[src/hdl/expander_pkg.sv]
// constants and carrier types for the sixteen-bit i2c port expander
// assumes a single 125 MHz clock; bus pins arrive unsynchronised
// Operation
// master writes high into every pin it uses as input
// read returns pin level, which equals latch for driven outputs
// alert line signals changed port data without bus traffic
// master writes tied pins of one octal to equal values
// each completed write byte is latched at ack clock, ack or nack
// write bytes go low octal, high octal, alternating until stop
// any write byte refreshes read snapshot and clears all alerts
// read byte shift register loads current octal pins at byte start
// read bytes return low octal first then high, alternating
// reading low byte clears only low octal pending change
// reading high byte clears only high octal pending change
// in reset all sixteen latches preset to one, bus logic idle
// address read/write bit zero selects write transfer
// address read/write bit one selects read transfer
// any port input edge sets pending change and pulls alert low
// one pending flag per octal; alert low while either is set
`default_nettype none
package expander_pkg;
  localparam logic [7:0]  LATCH_RESET    = 8'hff;
  localparam logic [3:0]  ADDR_FIXED     = 4'h4;
  localparam logic [3:0]  BIT_LAST       = 4'h7;
  localparam logic [3:0]  BIT_ACK        = 4'h8;
  localparam logic [3:0]  BIT_ARMED      = 4'hf;   // start's own scl fall wraps this to zero
  localparam int          RW_POS         = 0;

  typedef enum logic [2:0] {
    ST_IDLE, ST_ADDR, ST_WRITE, ST_READ, ST_IGNORE
  } slave_state_t;

  // sampled bus line pair
  typedef struct packed {
    logic scl;
    logic sda;
  } bus_lines_t;

  // bus condition events in one clock
  typedef struct packed {
    logic start;
    logic stop;
    logic rise;
    logic fall;
  } bus_events_t;
endpackage
`default_nettype wire

[src/hdl/bus_sampler.sv]
// two-flop synchroniser and edge finder for scl and sda
// assumes the lines come straight from pins on another timebase
`default_nettype none
module bus_sampler (
  input  wire logic                    clk,
  input  wire logic                    rstn,
  input  wire expander_pkg::bus_lines_t pins,
  output expander_pkg::bus_lines_t     lines,
  output expander_pkg::bus_events_t    events
);
  expander_pkg::bus_lines_t meta_reg;
  expander_pkg::bus_lines_t sync_reg;
  expander_pkg::bus_lines_t prev_reg;

  // idle bus reads high, so reset to high avoids a false start
  always_ff @(posedge clk) begin
    if (!rstn) begin
      meta_reg <= '1;
      sync_reg <= '1;
      prev_reg <= '1;
    end else begin
      meta_reg <= pins;
      sync_reg <= meta_reg;
      prev_reg <= sync_reg;
    end
  end

  // only the second flop and its delayed copy feed the edge logic
  assign lines        = sync_reg;
  assign events.rise  = sync_reg.scl & ~prev_reg.scl;
  assign events.fall  = ~sync_reg.scl & prev_reg.scl;
  assign events.start = sync_reg.scl & prev_reg.scl & prev_reg.sda & ~sync_reg.sda;
  assign events.stop  = sync_reg.scl & prev_reg.scl & ~prev_reg.sda & sync_reg.sda;
endmodule
`default_nettype wire

[src/hdl/io_expander.sv]
// sixteen-bit quasi-bidirectional port expander with i2c slave and change alert
// assumes open-drain pins resolved outside; pins and straps are asynchronous
`default_nettype none
module io_expander (
  input  wire logic        CLK,
  input  wire logic        RSTN,
  input  wire logic        SCL_IN,
  input  wire logic        SDA_IN,
  output logic             SDA_OE,
  input  wire logic [2:0]  SLAVE_ADDR_STRAP,
  input  wire logic [7:0]  LOW_OCTAL_PINS_IN,
  input  wire logic [7:0]  HIGH_OCTAL_PINS_IN,
  output logic [7:0]       LOW_OCTAL_PINS_OUT,
  output logic [7:0]       HIGH_OCTAL_PINS_OUT,
  output logic             ALERT_OE
);
  expander_pkg::bus_lines_t  pins_in;
  expander_pkg::bus_lines_t  lines;
  expander_pkg::bus_events_t ev;

  expander_pkg::slave_state_t state_reg, state_next;
  logic [3:0]  bit_reg;
  logic [7:0]  shift_reg;
  logic        octal_reg;        // 0 low octal, 1 high octal
  logic        ack_drive_reg;
  logic        out_bit_reg;
  logic        master_nack_reg;
  logic [7:0]  low_latch_reg;
  logic [7:0]  high_latch_reg;
  logic [15:0] pin_meta_reg, pin_sync_reg, pin_prev_reg;
  logic [2:0]  strap_meta_reg, strap_sync_reg;
  logic        low_pend_reg, high_pend_reg;
  logic        is_read_q;        // rw bit of the byte just acknowledged

  assign pins_in.scl = SCL_IN;
  assign pins_in.sda = SDA_IN;

  bus_sampler sampler (
    .clk    (CLK),
    .rstn   (RSTN),
    .pins   (pins_in),
    .lines  (lines),
    .events (ev)
  );

  // port and strap synchronisers
  always_ff @(posedge CLK) begin
    if (!RSTN) begin
      pin_meta_reg   <= 16'hffff;
      pin_sync_reg   <= 16'hffff;
      pin_prev_reg   <= 16'hffff;
      strap_meta_reg <= 3'h0;
      strap_sync_reg <= 3'h0;
    end else begin
      pin_meta_reg   <= {HIGH_OCTAL_PINS_IN, LOW_OCTAL_PINS_IN};
      pin_sync_reg   <= pin_meta_reg;
      pin_prev_reg   <= pin_sync_reg;
      strap_meta_reg <= SLAVE_ADDR_STRAP;
      strap_sync_reg <= strap_meta_reg;
    end
  end

  // byte framing decode
  wire       byte_done  = ev.fall && bit_reg == expander_pkg::BIT_LAST;
  wire       ack_done   = ev.fall && bit_reg == expander_pkg::BIT_ACK;
  wire [7:0] rx_byte    = shift_reg;
  wire [6:0] my_addr    = {expander_pkg::ADDR_FIXED, strap_sync_reg};
  wire       addr_hit   = rx_byte[7:1] == my_addr;
  wire       is_read    = rx_byte[expander_pkg::RW_POS];
  wire       wr_store   = state_reg == expander_pkg::ST_WRITE && ack_done;
  wire       rd_load    = ack_done && !master_nack_reg &&
                          (state_reg == expander_pkg::ST_READ ||
                           (state_reg == expander_pkg::ST_ADDR && addr_hit && is_read));
  wire [7:0] rd_octal   = octal_reg ? pin_sync_reg[15:8] : pin_sync_reg[7:0];
  wire       rd_byte_go = rd_load;
  wire [15:0] pin_edge  = pin_sync_reg ^ pin_prev_reg;

  // slave sequencing
  always_comb begin
    state_next = state_reg;
    case (state_reg)
      expander_pkg::ST_IDLE:   state_next = state_reg;
      expander_pkg::ST_ADDR: begin
        if (ack_done)
          state_next = !addr_hit ? expander_pkg::ST_IGNORE :
                       is_read ? expander_pkg::ST_READ : expander_pkg::ST_WRITE;
      end
      expander_pkg::ST_READ: begin
        if (ack_done && master_nack_reg)
          state_next = expander_pkg::ST_IGNORE;
      end
      default: state_next = state_reg;
    endcase
    if (ev.start)
      state_next = expander_pkg::ST_ADDR;
    else if (ev.stop)
      state_next = expander_pkg::ST_IDLE;
  end

  // bit counter, shift register and octal pointer
  always_ff @(posedge CLK) begin
    if (!RSTN) begin
      state_reg <= expander_pkg::ST_IDLE;
      bit_reg   <= 4'h0;
      shift_reg <= 8'h00;
      octal_reg <= 1'b0;
    end else begin
      state_reg <= state_next;
      // the scl fall that closes a start is not a data bit, so the count is armed
      // one below zero; counting it would shift every byte by one bit
      if (ev.start) begin
        bit_reg   <= expander_pkg::BIT_ARMED;
        octal_reg <= 1'b0;
      end else if (ev.stop) begin
        bit_reg   <= 4'h0;
        octal_reg <= 1'b0;
      end else if (ev.fall) begin
        bit_reg <= (bit_reg == expander_pkg::BIT_ACK) ? 4'h0 : bit_reg + 4'h1;
      end
      if (rd_byte_go)
        shift_reg <= rd_octal;
      else if (ev.rise && bit_reg <= expander_pkg::BIT_LAST &&
               state_reg != expander_pkg::ST_READ)
        shift_reg <= {shift_reg[6:0], lines.sda};
      else if (ev.fall && state_reg == expander_pkg::ST_READ &&
               bit_reg < expander_pkg::BIT_LAST)
        shift_reg <= {shift_reg[6:0], 1'b0};
      if (wr_store || (state_reg == expander_pkg::ST_READ && byte_done))
        octal_reg <= ~octal_reg;
    end
  end

  // sda drive: ack after address and write bytes, data bits during read
  always_ff @(posedge CLK) begin
    if (!RSTN) begin
      ack_drive_reg   <= 1'b0;
      out_bit_reg     <= 1'b1;
      master_nack_reg <= 1'b0;
    end else begin
      if (ev.start || ev.stop) begin
        ack_drive_reg   <= 1'b0;
        master_nack_reg <= 1'b0;
      end else if (byte_done) begin
        ack_drive_reg <= (state_reg == expander_pkg::ST_ADDR && addr_hit) ||
                         state_reg == expander_pkg::ST_WRITE;
      end else if (ack_done) begin
        ack_drive_reg <= 1'b0;
      end
      if (ev.rise && bit_reg == expander_pkg::BIT_ACK)
        master_nack_reg <= lines.sda;
      else if (ev.start)
        master_nack_reg <= 1'b0;
      if (ev.start || ev.stop)
        out_bit_reg <= 1'b1;
      else if (rd_load)
        out_bit_reg <= rd_octal[7];
      else if (ev.fall && state_reg == expander_pkg::ST_READ)
        out_bit_reg <= (bit_reg < expander_pkg::BIT_LAST) ? shift_reg[6] : 1'b1;
    end
  end

  // read drive releases for the master's ack slot
  assign SDA_OE = ack_drive_reg ||
                  (state_reg == expander_pkg::ST_READ && !out_bit_reg &&
                   bit_reg != expander_pkg::BIT_ACK);

  // output latches, stored at the ack clock regardless of master ack
  always_ff @(posedge CLK) begin
    if (!RSTN) begin
      low_latch_reg  <= expander_pkg::LATCH_RESET;
      high_latch_reg <= expander_pkg::LATCH_RESET;
    end else if (wr_store) begin
      if (octal_reg)
        high_latch_reg <= rx_byte;
      else
        low_latch_reg  <= rx_byte;
    end
  end

  // quasi-bidirectional: a latched one only pulls up weakly, so pins can be inputs
  assign LOW_OCTAL_PINS_OUT  = low_latch_reg;
  assign HIGH_OCTAL_PINS_OUT = high_latch_reg;

  // pending change flags; a fresh edge wins over a clear in the same cycle
  wire low_clear  = wr_store || (state_reg == expander_pkg::ST_READ && byte_done && !octal_reg);
  wire high_clear = wr_store || (state_reg == expander_pkg::ST_READ && byte_done && octal_reg);
  always_ff @(posedge CLK) begin
    if (!RSTN) begin
      low_pend_reg  <= 1'b0;
      high_pend_reg <= 1'b0;
    end else begin
      low_pend_reg  <= (|pin_edge[7:0])  | (low_pend_reg  & ~low_clear);
      high_pend_reg <= (|pin_edge[15:8]) | (high_pend_reg & ~high_clear);
    end
  end

  assign ALERT_OE = low_pend_reg | high_pend_reg;

  // rw bit held one cycle so a_rw_select sees the byte it decoded
  always_ff @(posedge CLK) begin
    is_read_q <= is_read;
  end
endmodule
`default_nettype wire

[config.mk]
export PLATFORM = sky130hd
export DESIGN_NAME = io_expander
export DESIGN_NICKNAME = d
export VERILOG_FILES = /design/src/hdl/expander_pkg.sv /design/src/hdl/bus_sampler.sv /design/src/hdl/io_expander.sv
export SDC_FILE = /design/constraint.sdc
export NUM_CORES = 1
export LEC_CHECK = 0
export ABC_AREA = 0
export BUFFER_PORTS_ARGS = -buffer_cell sky130_fd_sc_hd__buf_2
export CORE_MARGIN = 2
export CORE_UTILIZATION = 45
export CTS_CLUSTER_SIZE = 20
export DETAILED_ROUTE_END_ITERATION = 8
export HOLD_SLACK_MARGIN = 0.05
export PLACE_DENSITY = 0.72
export SLEW_MARGIN = 20
export SYNTH_ARGS = -nofsm -noshare
export SYNTH_HDL_FRONTEND = slang
export SYNTH_SLANG_ARGS = --single-unit
[constraint.sdc]
create_clock -name CLK -period 1.6 [get_ports CLK]
set_input_delay 0.16 -clock CLK [delete_from_list [all_inputs] [get_ports CLK]]
set_output_delay 0.16 -clock CLK [all_outputs]
set_load 0.01 [all_outputs]
# == Word level (Yosys, flattened, before mapping) ==
# Cells that the tools add are included.
# Widths: inputs -> output; s select.
# word_totals
out_inout_bits,18
word_cells,129
register_bits,97
in_bits,23
# classes
n_reduce_logical,44
n_addsub,1
eq_ne,12
magnitude_cmp,2
bitwise,21
mux,26
# op_table
operator,n
$mux 8,4
$logic_and 1x1->1,18
$mux 4,4
$reduce_or 8->1,2
$xor 16x16->16,1
$mux 1,14
$ne 4x4->1 const B,3
$reduce_bool 3->1,4
$and 1x1->1,9
$mux 3,3
$not 1->1,8
$eq 7x6->1,1
$logic_or 1x1->1,7
$eq 3x2->1 const B,2
$pmux 3 s2,1
$reduce_and 3->1,2
$reduce_bool 2->1,3
$add 4x1->4 const B,1
$eq 4x3->1 const B,1
$eq 4x4->1 const B,1
$le 4x3->1 const B,1
$lt 4x3->1 const B,1
$ne 2x2->1 const B,2
$reduce_and 2->1,2
other kinds (7),11

# == Depth between registers and ports, before layout ==
# Gate-level depths: netlist of the first run.
# depth
ltp_word,9
depth_mapped,9

# == Cells and area by module ==
# A second synthesis of the first run with hierarchy kept.
# hier_totals
hier_cells,355
area_unflattened_um2,3701.0
# modules_own_cells
mod,area_each_um2,seq_area_each_um2,n_inst,cells_each
io_expander,3510.9,1821.7,1,339
bus_sampler,190.2,120.1,1,16

# == Least setup slack after synthesis of the first run ==
# OpenSTA, ideal clock, no wires.
# synth_path
path_kind,reg2reg
from,register bit_reg[0]
to,"register shift_reg[0], in the netlist rx_byte[0]"
path_stages_with_launch,9
setup_time_ps,119
arrival_ps,1612
slack_ps,-130
required_time_ps,1481
path_cell_list,dfxtp_1 inv_1 ha_1 and3b_1 buf_4 nand2_2 o32a_2 buf_6 o221a_2
# synth_via
elab_chain_len,5
# synth_lines
element,line,rtl
"start, declared",io_expander.sv:22,logic [3:0] bit_reg;
"start signal, assigned",io_expander.sv:112,bit_reg <= expander_pkg::BIT_ARMED;
"start signal, assigned",io_expander.sv:118,bit_reg <= (bit_reg == expander_pkg::BIT_ACK) ? 4'h0 : bit_reg + 4'h1;
$le 4x3->1 / $eq 4x4->1 (equally long branches),"io_expander.sv:122, io_expander.sv:65",
$logic_and 1x1->1 (on tied branches),"io_expander.sv:122, io_expander.sv:65",
$logic_and 1x1->1 (on tied branches),"io_expander.sv:122, io_expander.sv:71",
$mux 8 / $logic_and 1x1->1 (equally long branches),"io_expander.sv:122, io_expander.sv:71",
$mux 8 / $reduce_bool 3->1 (equally long branches),--,
"end signal, assigned",io_expander.sv:121,shift_reg <= rd_octal;
"end signal, assigned",io_expander.sv:124,"shift_reg <= {shift_reg[6:0], lines.sda};"
"end signal, assigned",io_expander.sv:127,"shift_reg <= {shift_reg[6:0], 1'b0};"
"end, declared",io_expander.sv:23,logic [7:0] shift_reg;
# Several ways; a longest one is shown, not always the timed one.
# A chain may end at the register's enable or synchronous reset.

# == Worst setup path in the final report of the first run ==
# layout_path
from,register bit_reg[1]
to,output port SDA_OE
# layout_via
elab_chain_len,3
# layout_lines
element,line,rtl
$ne 4x4->1,io_expander.sv:165,bit_reg != expander_pkg::BIT_ACK);
$logic_and 1x1->1,io_expander.sv:164,(state_reg == expander_pkg::ST_READ && !out_bit_reg &&
$logic_or 1x1->1,io_expander.sv:163,assign SDA_OE = ack_drive_reg ||
"end, declared",io_expander.sv:9,"output logic SDA_OE,"
# No other way between the ends.

==> run metrics, run 1 <==
worst-margin pin slew 0.406 ns; 1st-pass router iterations 4; # setup viols final 21; fin crit period 1.75 ns; pin count of the biggest net entering global routing 40; TritonCTS clock tree built; adder-cell share of the synthesized area 0.00685; GRT Overall Usage 0.183; first-pass GRT wire length 12700 um; Fin. Hold Viols 0; sequential share of the synthesized area 0.531; placed inst area 4330 um^2; P_leak 0.00195 uW; floorplan die height 94.1 um; number of global-route vias before repair 2843; EDFF count, synth 0; RSZ-0062 raised after global routing yes; post-synth top area cell dfxtp_1; ratio of cells with drive above 1 in the final layout 0.311; wirelength, routed 7490 um; final slew viol count 0; status finished, violations left; simple-gate area share of the yosys netlist 0.223; syn_nets 386; violated checks setup timing; prevailing post-synth register cell dfxtp_1; # diodes 0; WL per Instance 13.1 um; Req. time, crit path 1.44 ns; final net count 492; post-synth cell types 52; clock root cell clkbuf_8; die width 94.1 um; Post-route DRC 0; core area 7810 um^2; Max-slew headroom 0.727; Hold/Removal Path Class primary input to flop; CP Max Fanout 3; Power, Total 4400 uW; final std cell area, no fill 4900 um^2; Cells after Synth 361; Rows 32; Synth top cells by count 97 x dfxtp_1, 56 x nand2b_1, 40 x nand2_1; mux cell area share after synthesis 0.0739; Clock Sinks 97; count leader, synth dfxtp_1; worst skew pair latency 0.37 ns; peak supply drop 0.710 mV; GR Overflow Total 0; H-tree depth 3; Clock Tree Buf Depth 2; GP Congestion 0.874; port bufs 40; CTS clk-pin slew, worst paths 0.09 ns; Data arrival, critical path 1.59 ns; Mean Syn Cell Area 10.1 um^2; max cap viols 0; post-synthesis compound-gate area fraction 0.0914; Cell Area, Synth 3650 um^2; top post-synthesis cells by area dfxtp_1 53%, nand2b_1 9.6%, mux2i_1 4.9%, nand2_1 4.1%, xor2_1 3.8%; Antenna Nets Post-Route 0; IO Pins 41; Worst setup SP type flop; worst-case reg-to-reg path depth 8; via count 2831; skew final 0.00559 ns; Tcrit/Tclk final 1.10; largest family of logic cells by synthesized area simple AND/OR/NAND/NOR gates; Final WS setup -0.155 ns; WHS Path Cells 2; CP endpoint kind output pin; hold slack 0.108 ns; antenna violations before repair 0; area fraction of the dominant cell type after synthesis 0.531; Initial DRC Count 167; Initial Util 0.468; Async S/R FF share, synth 0; Crit Path Class flop to output pin; cts bufs inserted 9; vias per cell 4.93; Die ar. 8860 um^2; XOR/XNOR Fraction of Synth Area 0.0455; area delta synth->final 34.0%; Synth warnings 0; Cell Pwr Density 898 nW/um^2; Final HPWL DP 5200 um; post-synthesis register bit count 97; Fmax 0.570 GHz; Fin Setup TNS -1.44 ns
## repair_timing
action,4_1_cts,5_1_grt
endpoints found under the hold margin,21,0
hold buffers,21,0
setup buffers,4,0
gates resized for setup,19,15
pin swaps,6,8
setup endpoints to repair,30,32
## worst paths after layout
path | from | endpoint | slack (ns)
min reg2reg | pin_meta_reg[0]$_SDFF_PN1_ | pin_sync_reg[0]$_SDFF_PN1_ | 0.41
max | bit_reg[1]$_SDFFE_PN0P_ | SDA_OE | -0.15
min | RSTN | pin_sync_reg[0]$_SDFF_PN1_ | 0.11
max reg2reg | bit_reg[1]$_SDFFE_PN0P_ | rx_byte[0]$_SDFFE_PN0P_ | -0.14
## power by group
| part | switching [uW] | total, uW | internal (uW) |
|---|---|---|---|
| Sequential | 43.0 | 2530 | 2490 |
| Combinational | 169 | 388 | 219 |
| Clock | 883 | 1480 | 593 |
## per-stage QoR
stage | worst slack (ns) | utilization | instances
2_1_floorplan | -0.0905 | - | 361
3_3_place_gp | -0.0945 | 0.555 | 533
3_5_place_dp | -0.153 | 0.555 | 533
4_1_cts | -0.172 | 0.618 | 574
6_report | -0.155 | 0.627 | 574
5_1_grt | -0.218 | 0.627 | 574
## layout make-up
| class | count | area (um^2) |
|---|---|---|
| fill | 615 | 2910 |
| clock inverter | 7 | 65.1 |
| sequential | 97 | 1950 |
| tap | 102 | 128 |
| clock buffer | 9 | 124 |
| inverter | 7 | 26.3 |
| timing repair buffer | 111 | 847 |
| multi-input combinational | 241 | 1760 |
## cell usage in the layout, fill, tap and decap left out, drive strengths merged, types with 3 or more instances in the layout
cell type	synthesis	layout
dfxtp	97	97
buf	6	90
nand2b	56	56
nand2	41	41
dlygate4sd3	0	21
mux2i	18	18
xor2	16	16
o21ai	14	14
a31oi	13	13
clkbuf	10	9
inv	7	9
mux2	8	8
nor2	8	8
and2	7	7
a21oi	7	7
nand3	7	7
nor4	4	4
nand3b	3	3
nor2b	3	3
xnor2	3	3
clkinv	0	3
## worst max-delay path: stages, from the launching register on
cell	delay (ns)
dfxtp_2	0.36
inv_2	0.05
ha_4	0.15
and3b_2	0.23
buf_6	0.12
o31ai_2	0.15
buf_2	0.16
## cells by family (layout without fill, tap and decap cells)
family                   Yosys count  count (layout)
multiplexers                      26              26
adder cells (fa/ha/maj)            2               2
flip-flops                        97              97
AO/OA/AOI/OAI                     50              50
buffers and inverters             23             134
XOR/XNOR                          19              19
AND/OR/NAND/NOR                  144             144
## layer usage
metal | share of wire | global-route usage | vias up
li1 | - | - | 1436
met5 | 0 | 0 | -
met4 | 0.013 | 0.0785 | 0
met2 | 0.50 | 0.308 | 62
met1 | 0.45 | 0.219 | 1321
met3 | 0.040 | 0.0506 | 12
Note: power is estimated with default switching activity, not from simulation.
==> run 2, diff against run 1 <==
--- a/config.mk
+++ b/config.mk
@@ -12,7 +12,7 @@
 export CTS_CLUSTER_SIZE = 20
 export DETAILED_ROUTE_END_ITERATION = 8
 export HOLD_SLACK_MARGIN = 0.05
-export PLACE_DENSITY = 0.72
+export PLACE_DENSITY_LB_ADDON = 0.05
 export SLEW_MARGIN = 20
 export SYNTH_ARGS = -nofsm -noshare
 export SYNTH_HDL_FRONTEND = slang
==> constraint.sdc (replaced) <==
create_clock -name CLK -period 2.2 [get_ports CLK]
set_input_delay 0.22 -clock CLK [delete_from_list [all_inputs] [get_ports CLK]]
set_output_delay 0.22 -clock CLK [all_outputs]
set_load 0.01 [all_outputs]
==> run metrics, run 2 (synthesized netlist as in run 1, its figures left out) <==
RR Endpoint out_bit_reg$_SDFFE_PP1P_; worst-margin pin slew 0.668 ns; cts bufs inserted 9; final std cell area, no fill 4320 um^2; ratio of cells with drive above 1 in the final layout 0.186; Rows 32; FF+latch area 1940 um^2; commonest non-fill, non-tap cell in the layout dfxtp_1; worst-case reg-to-reg path depth 7; pin count of the biggest net entering global routing 36; 1st-pass router iterations 4; CP max stage delay 0.38 ns; P_leak 0.00166 uW; final slew viol count 0; # setup viols final 0; FILL cells 720; Clock Sinks 97; area delta synth->final 18.2%; Clock Tree Buf Depth 2; Reg2Reg Launch Point bit_reg[0]$_SDFFE_PN0P_; Final HPWL DP 4590 um; placed inst area 3940 um^2; Cell Pwr Density 722 nW/um^2; Initial Util 0.468; # diodes 0; core area 7810 um^2; Tcrit/Tclk final 0.881; RSZ-0062 raised after global routing no; most frequent cells in the layout 97 x dfxtp_1, 56 x nand2b_1, 40 x nand2_1, 40 x buf_2, 19 x dlygate4sd3_1; worst skew pair latency 0.36 ns; # resized after CTS 0; max cap viols 0; Crit Path Class flop to output pin; antenna violations before repair 0; CP Max Fanout 7; H-tree depth 3; Fin Setup TNS 0 ns; vias per cell 4.85; clock root cell clkbuf_8; GRT Overall Usage 0.168; fin crit period 1.94 ns; IO Pins 41; port bufs 40; TritonCTS clock tree built; die width 94.1 um; floorplan die height 94.1 um; first-pass GRT wire length 11600 um; WHS Path Cells 2; family with the most delay on the worst path flip-flops; Buf/Inv on CP 2; hold slack 0.0681 ns; Max-slew headroom 0.554; Die ar. 8860 um^2; status complete, no violations; multi-input gate area in the final layout 1610 um^2; number of global-route vias before repair 2444; Initial DRC Count 111; wirelength, routed 6780 um; slowest stage cell, crit path dfxtp_1; peak supply drop 0.591 mV; Hold EP strap_meta_reg[2]$_SDFF_PN0_; CTS clk-pin slew, worst paths 0.09 ns; Worst setup SP type flop; via count 2556; Worst Min Path Start SLAVE_ADDR_STRAP[2]; CP endpoint kind output pin; final net count 445; flop2flop setup slack 0.28 ns; Hold/Removal Path Class primary input to flop; GR Overflow Total 0; GP Congestion 0.848; Data arrival, critical path 1.72 ns; WL per Instance 12.9 um; Antenna Nets Post-Route 0; CP cell instances inv_1, ha_1, and3b_1, o31ai_1, buf_2; Fmax 0.516 GHz; Post-route DRC 0; Fin. Hold Viols 0; Req. time, crit path 1.98 ns; skew final 0.00832 ns
==> run 2: changes by cell type in the layout (fill, tap and decap cells not counted), sizes merged <==
cell and delta:
buf -45, clkinv -2, dlygate4sd3 -2, clkbuf +1, inv +1
==> run 2: report_power, final <==
part           leakage, uW  switching [uW]  internal [uW]  total, uW
clock network    0.0000912             619            456       1070
registers         0.000796            34.8           1810       1850
logic             0.000771            91.7            106        198
total              0.00166             745           2370       3120
==> run 2: layout make-up <==
class	count	area share
timing repair buffer	64	0.0991
tap	102	0.0295
multi-input combinational	241	0.373
inverter	7	0.00608
clock inverter	6	0.0113
clock buffer	10	0.0319
sequential	97	0.450
==> run 2: per-layer routing <==
layer,vias up,share of wire,global-route usage
li1,1342,-,-
met1,1147,0.48,0.213
met2,61,0.47,0.277
met3,6,0.046,0.0482
met4,0,0.0097,0.0519
met5,-,0,0
==> run 2: worst max-delay path by stage <==
stage                                        from                        to  slack, ns  cells after the start
after floorplan           bit_reg[0]$_SDFFE_PN0P_   rx_byte[0]$_SDFFE_PN0P_       0.47                      8
after global placement    bit_reg[0]$_SDFFE_PN0P_  out_bit_reg$_SDFFE_PP1P_       0.37                      7
after detailed placement  bit_reg[0]$_SDFFE_PN0P_  out_bit_reg$_SDFFE_PP1P_       0.30                      7
after CTS                 bit_reg[0]$_SDFFE_PN0P_                    SDA_OE       0.24                      5
after global routing      bit_reg[0]$_SDFFE_PN0P_  out_bit_reg$_SDFFE_PP1P_       0.05                      7
final                     bit_reg[0]$_SDFFE_PN0P_                    SDA_OE       0.26                      5
==> run 2: through the flow <==
stage | setup slack [ns] | instances | util | total power (uW)
2_1_floorplan | 0.470 | 361 | - | 2010
3_3_place_gp | 0.367 | 492 | 0.505 | 2060
3_5_place_dp | 0.298 | 492 | 0.505 | 2060
4_1_cts | 0.245 | 526 | 0.552 | 3160
5_1_grt | 0.0465 | 527 | 0.553 | 3290
6_report | 0.262 | 527 | 0.553 | 3120
==> run 2: timing repair <==
| action | in CTS | in global routing |
|---|---|---|
| hold endpoints to repair | 18 | 1 |
| buffers inserted | 0 | 0 |
| hold buffers | 18 | 1 |
| setup endpoints to repair | 0 | 0 |
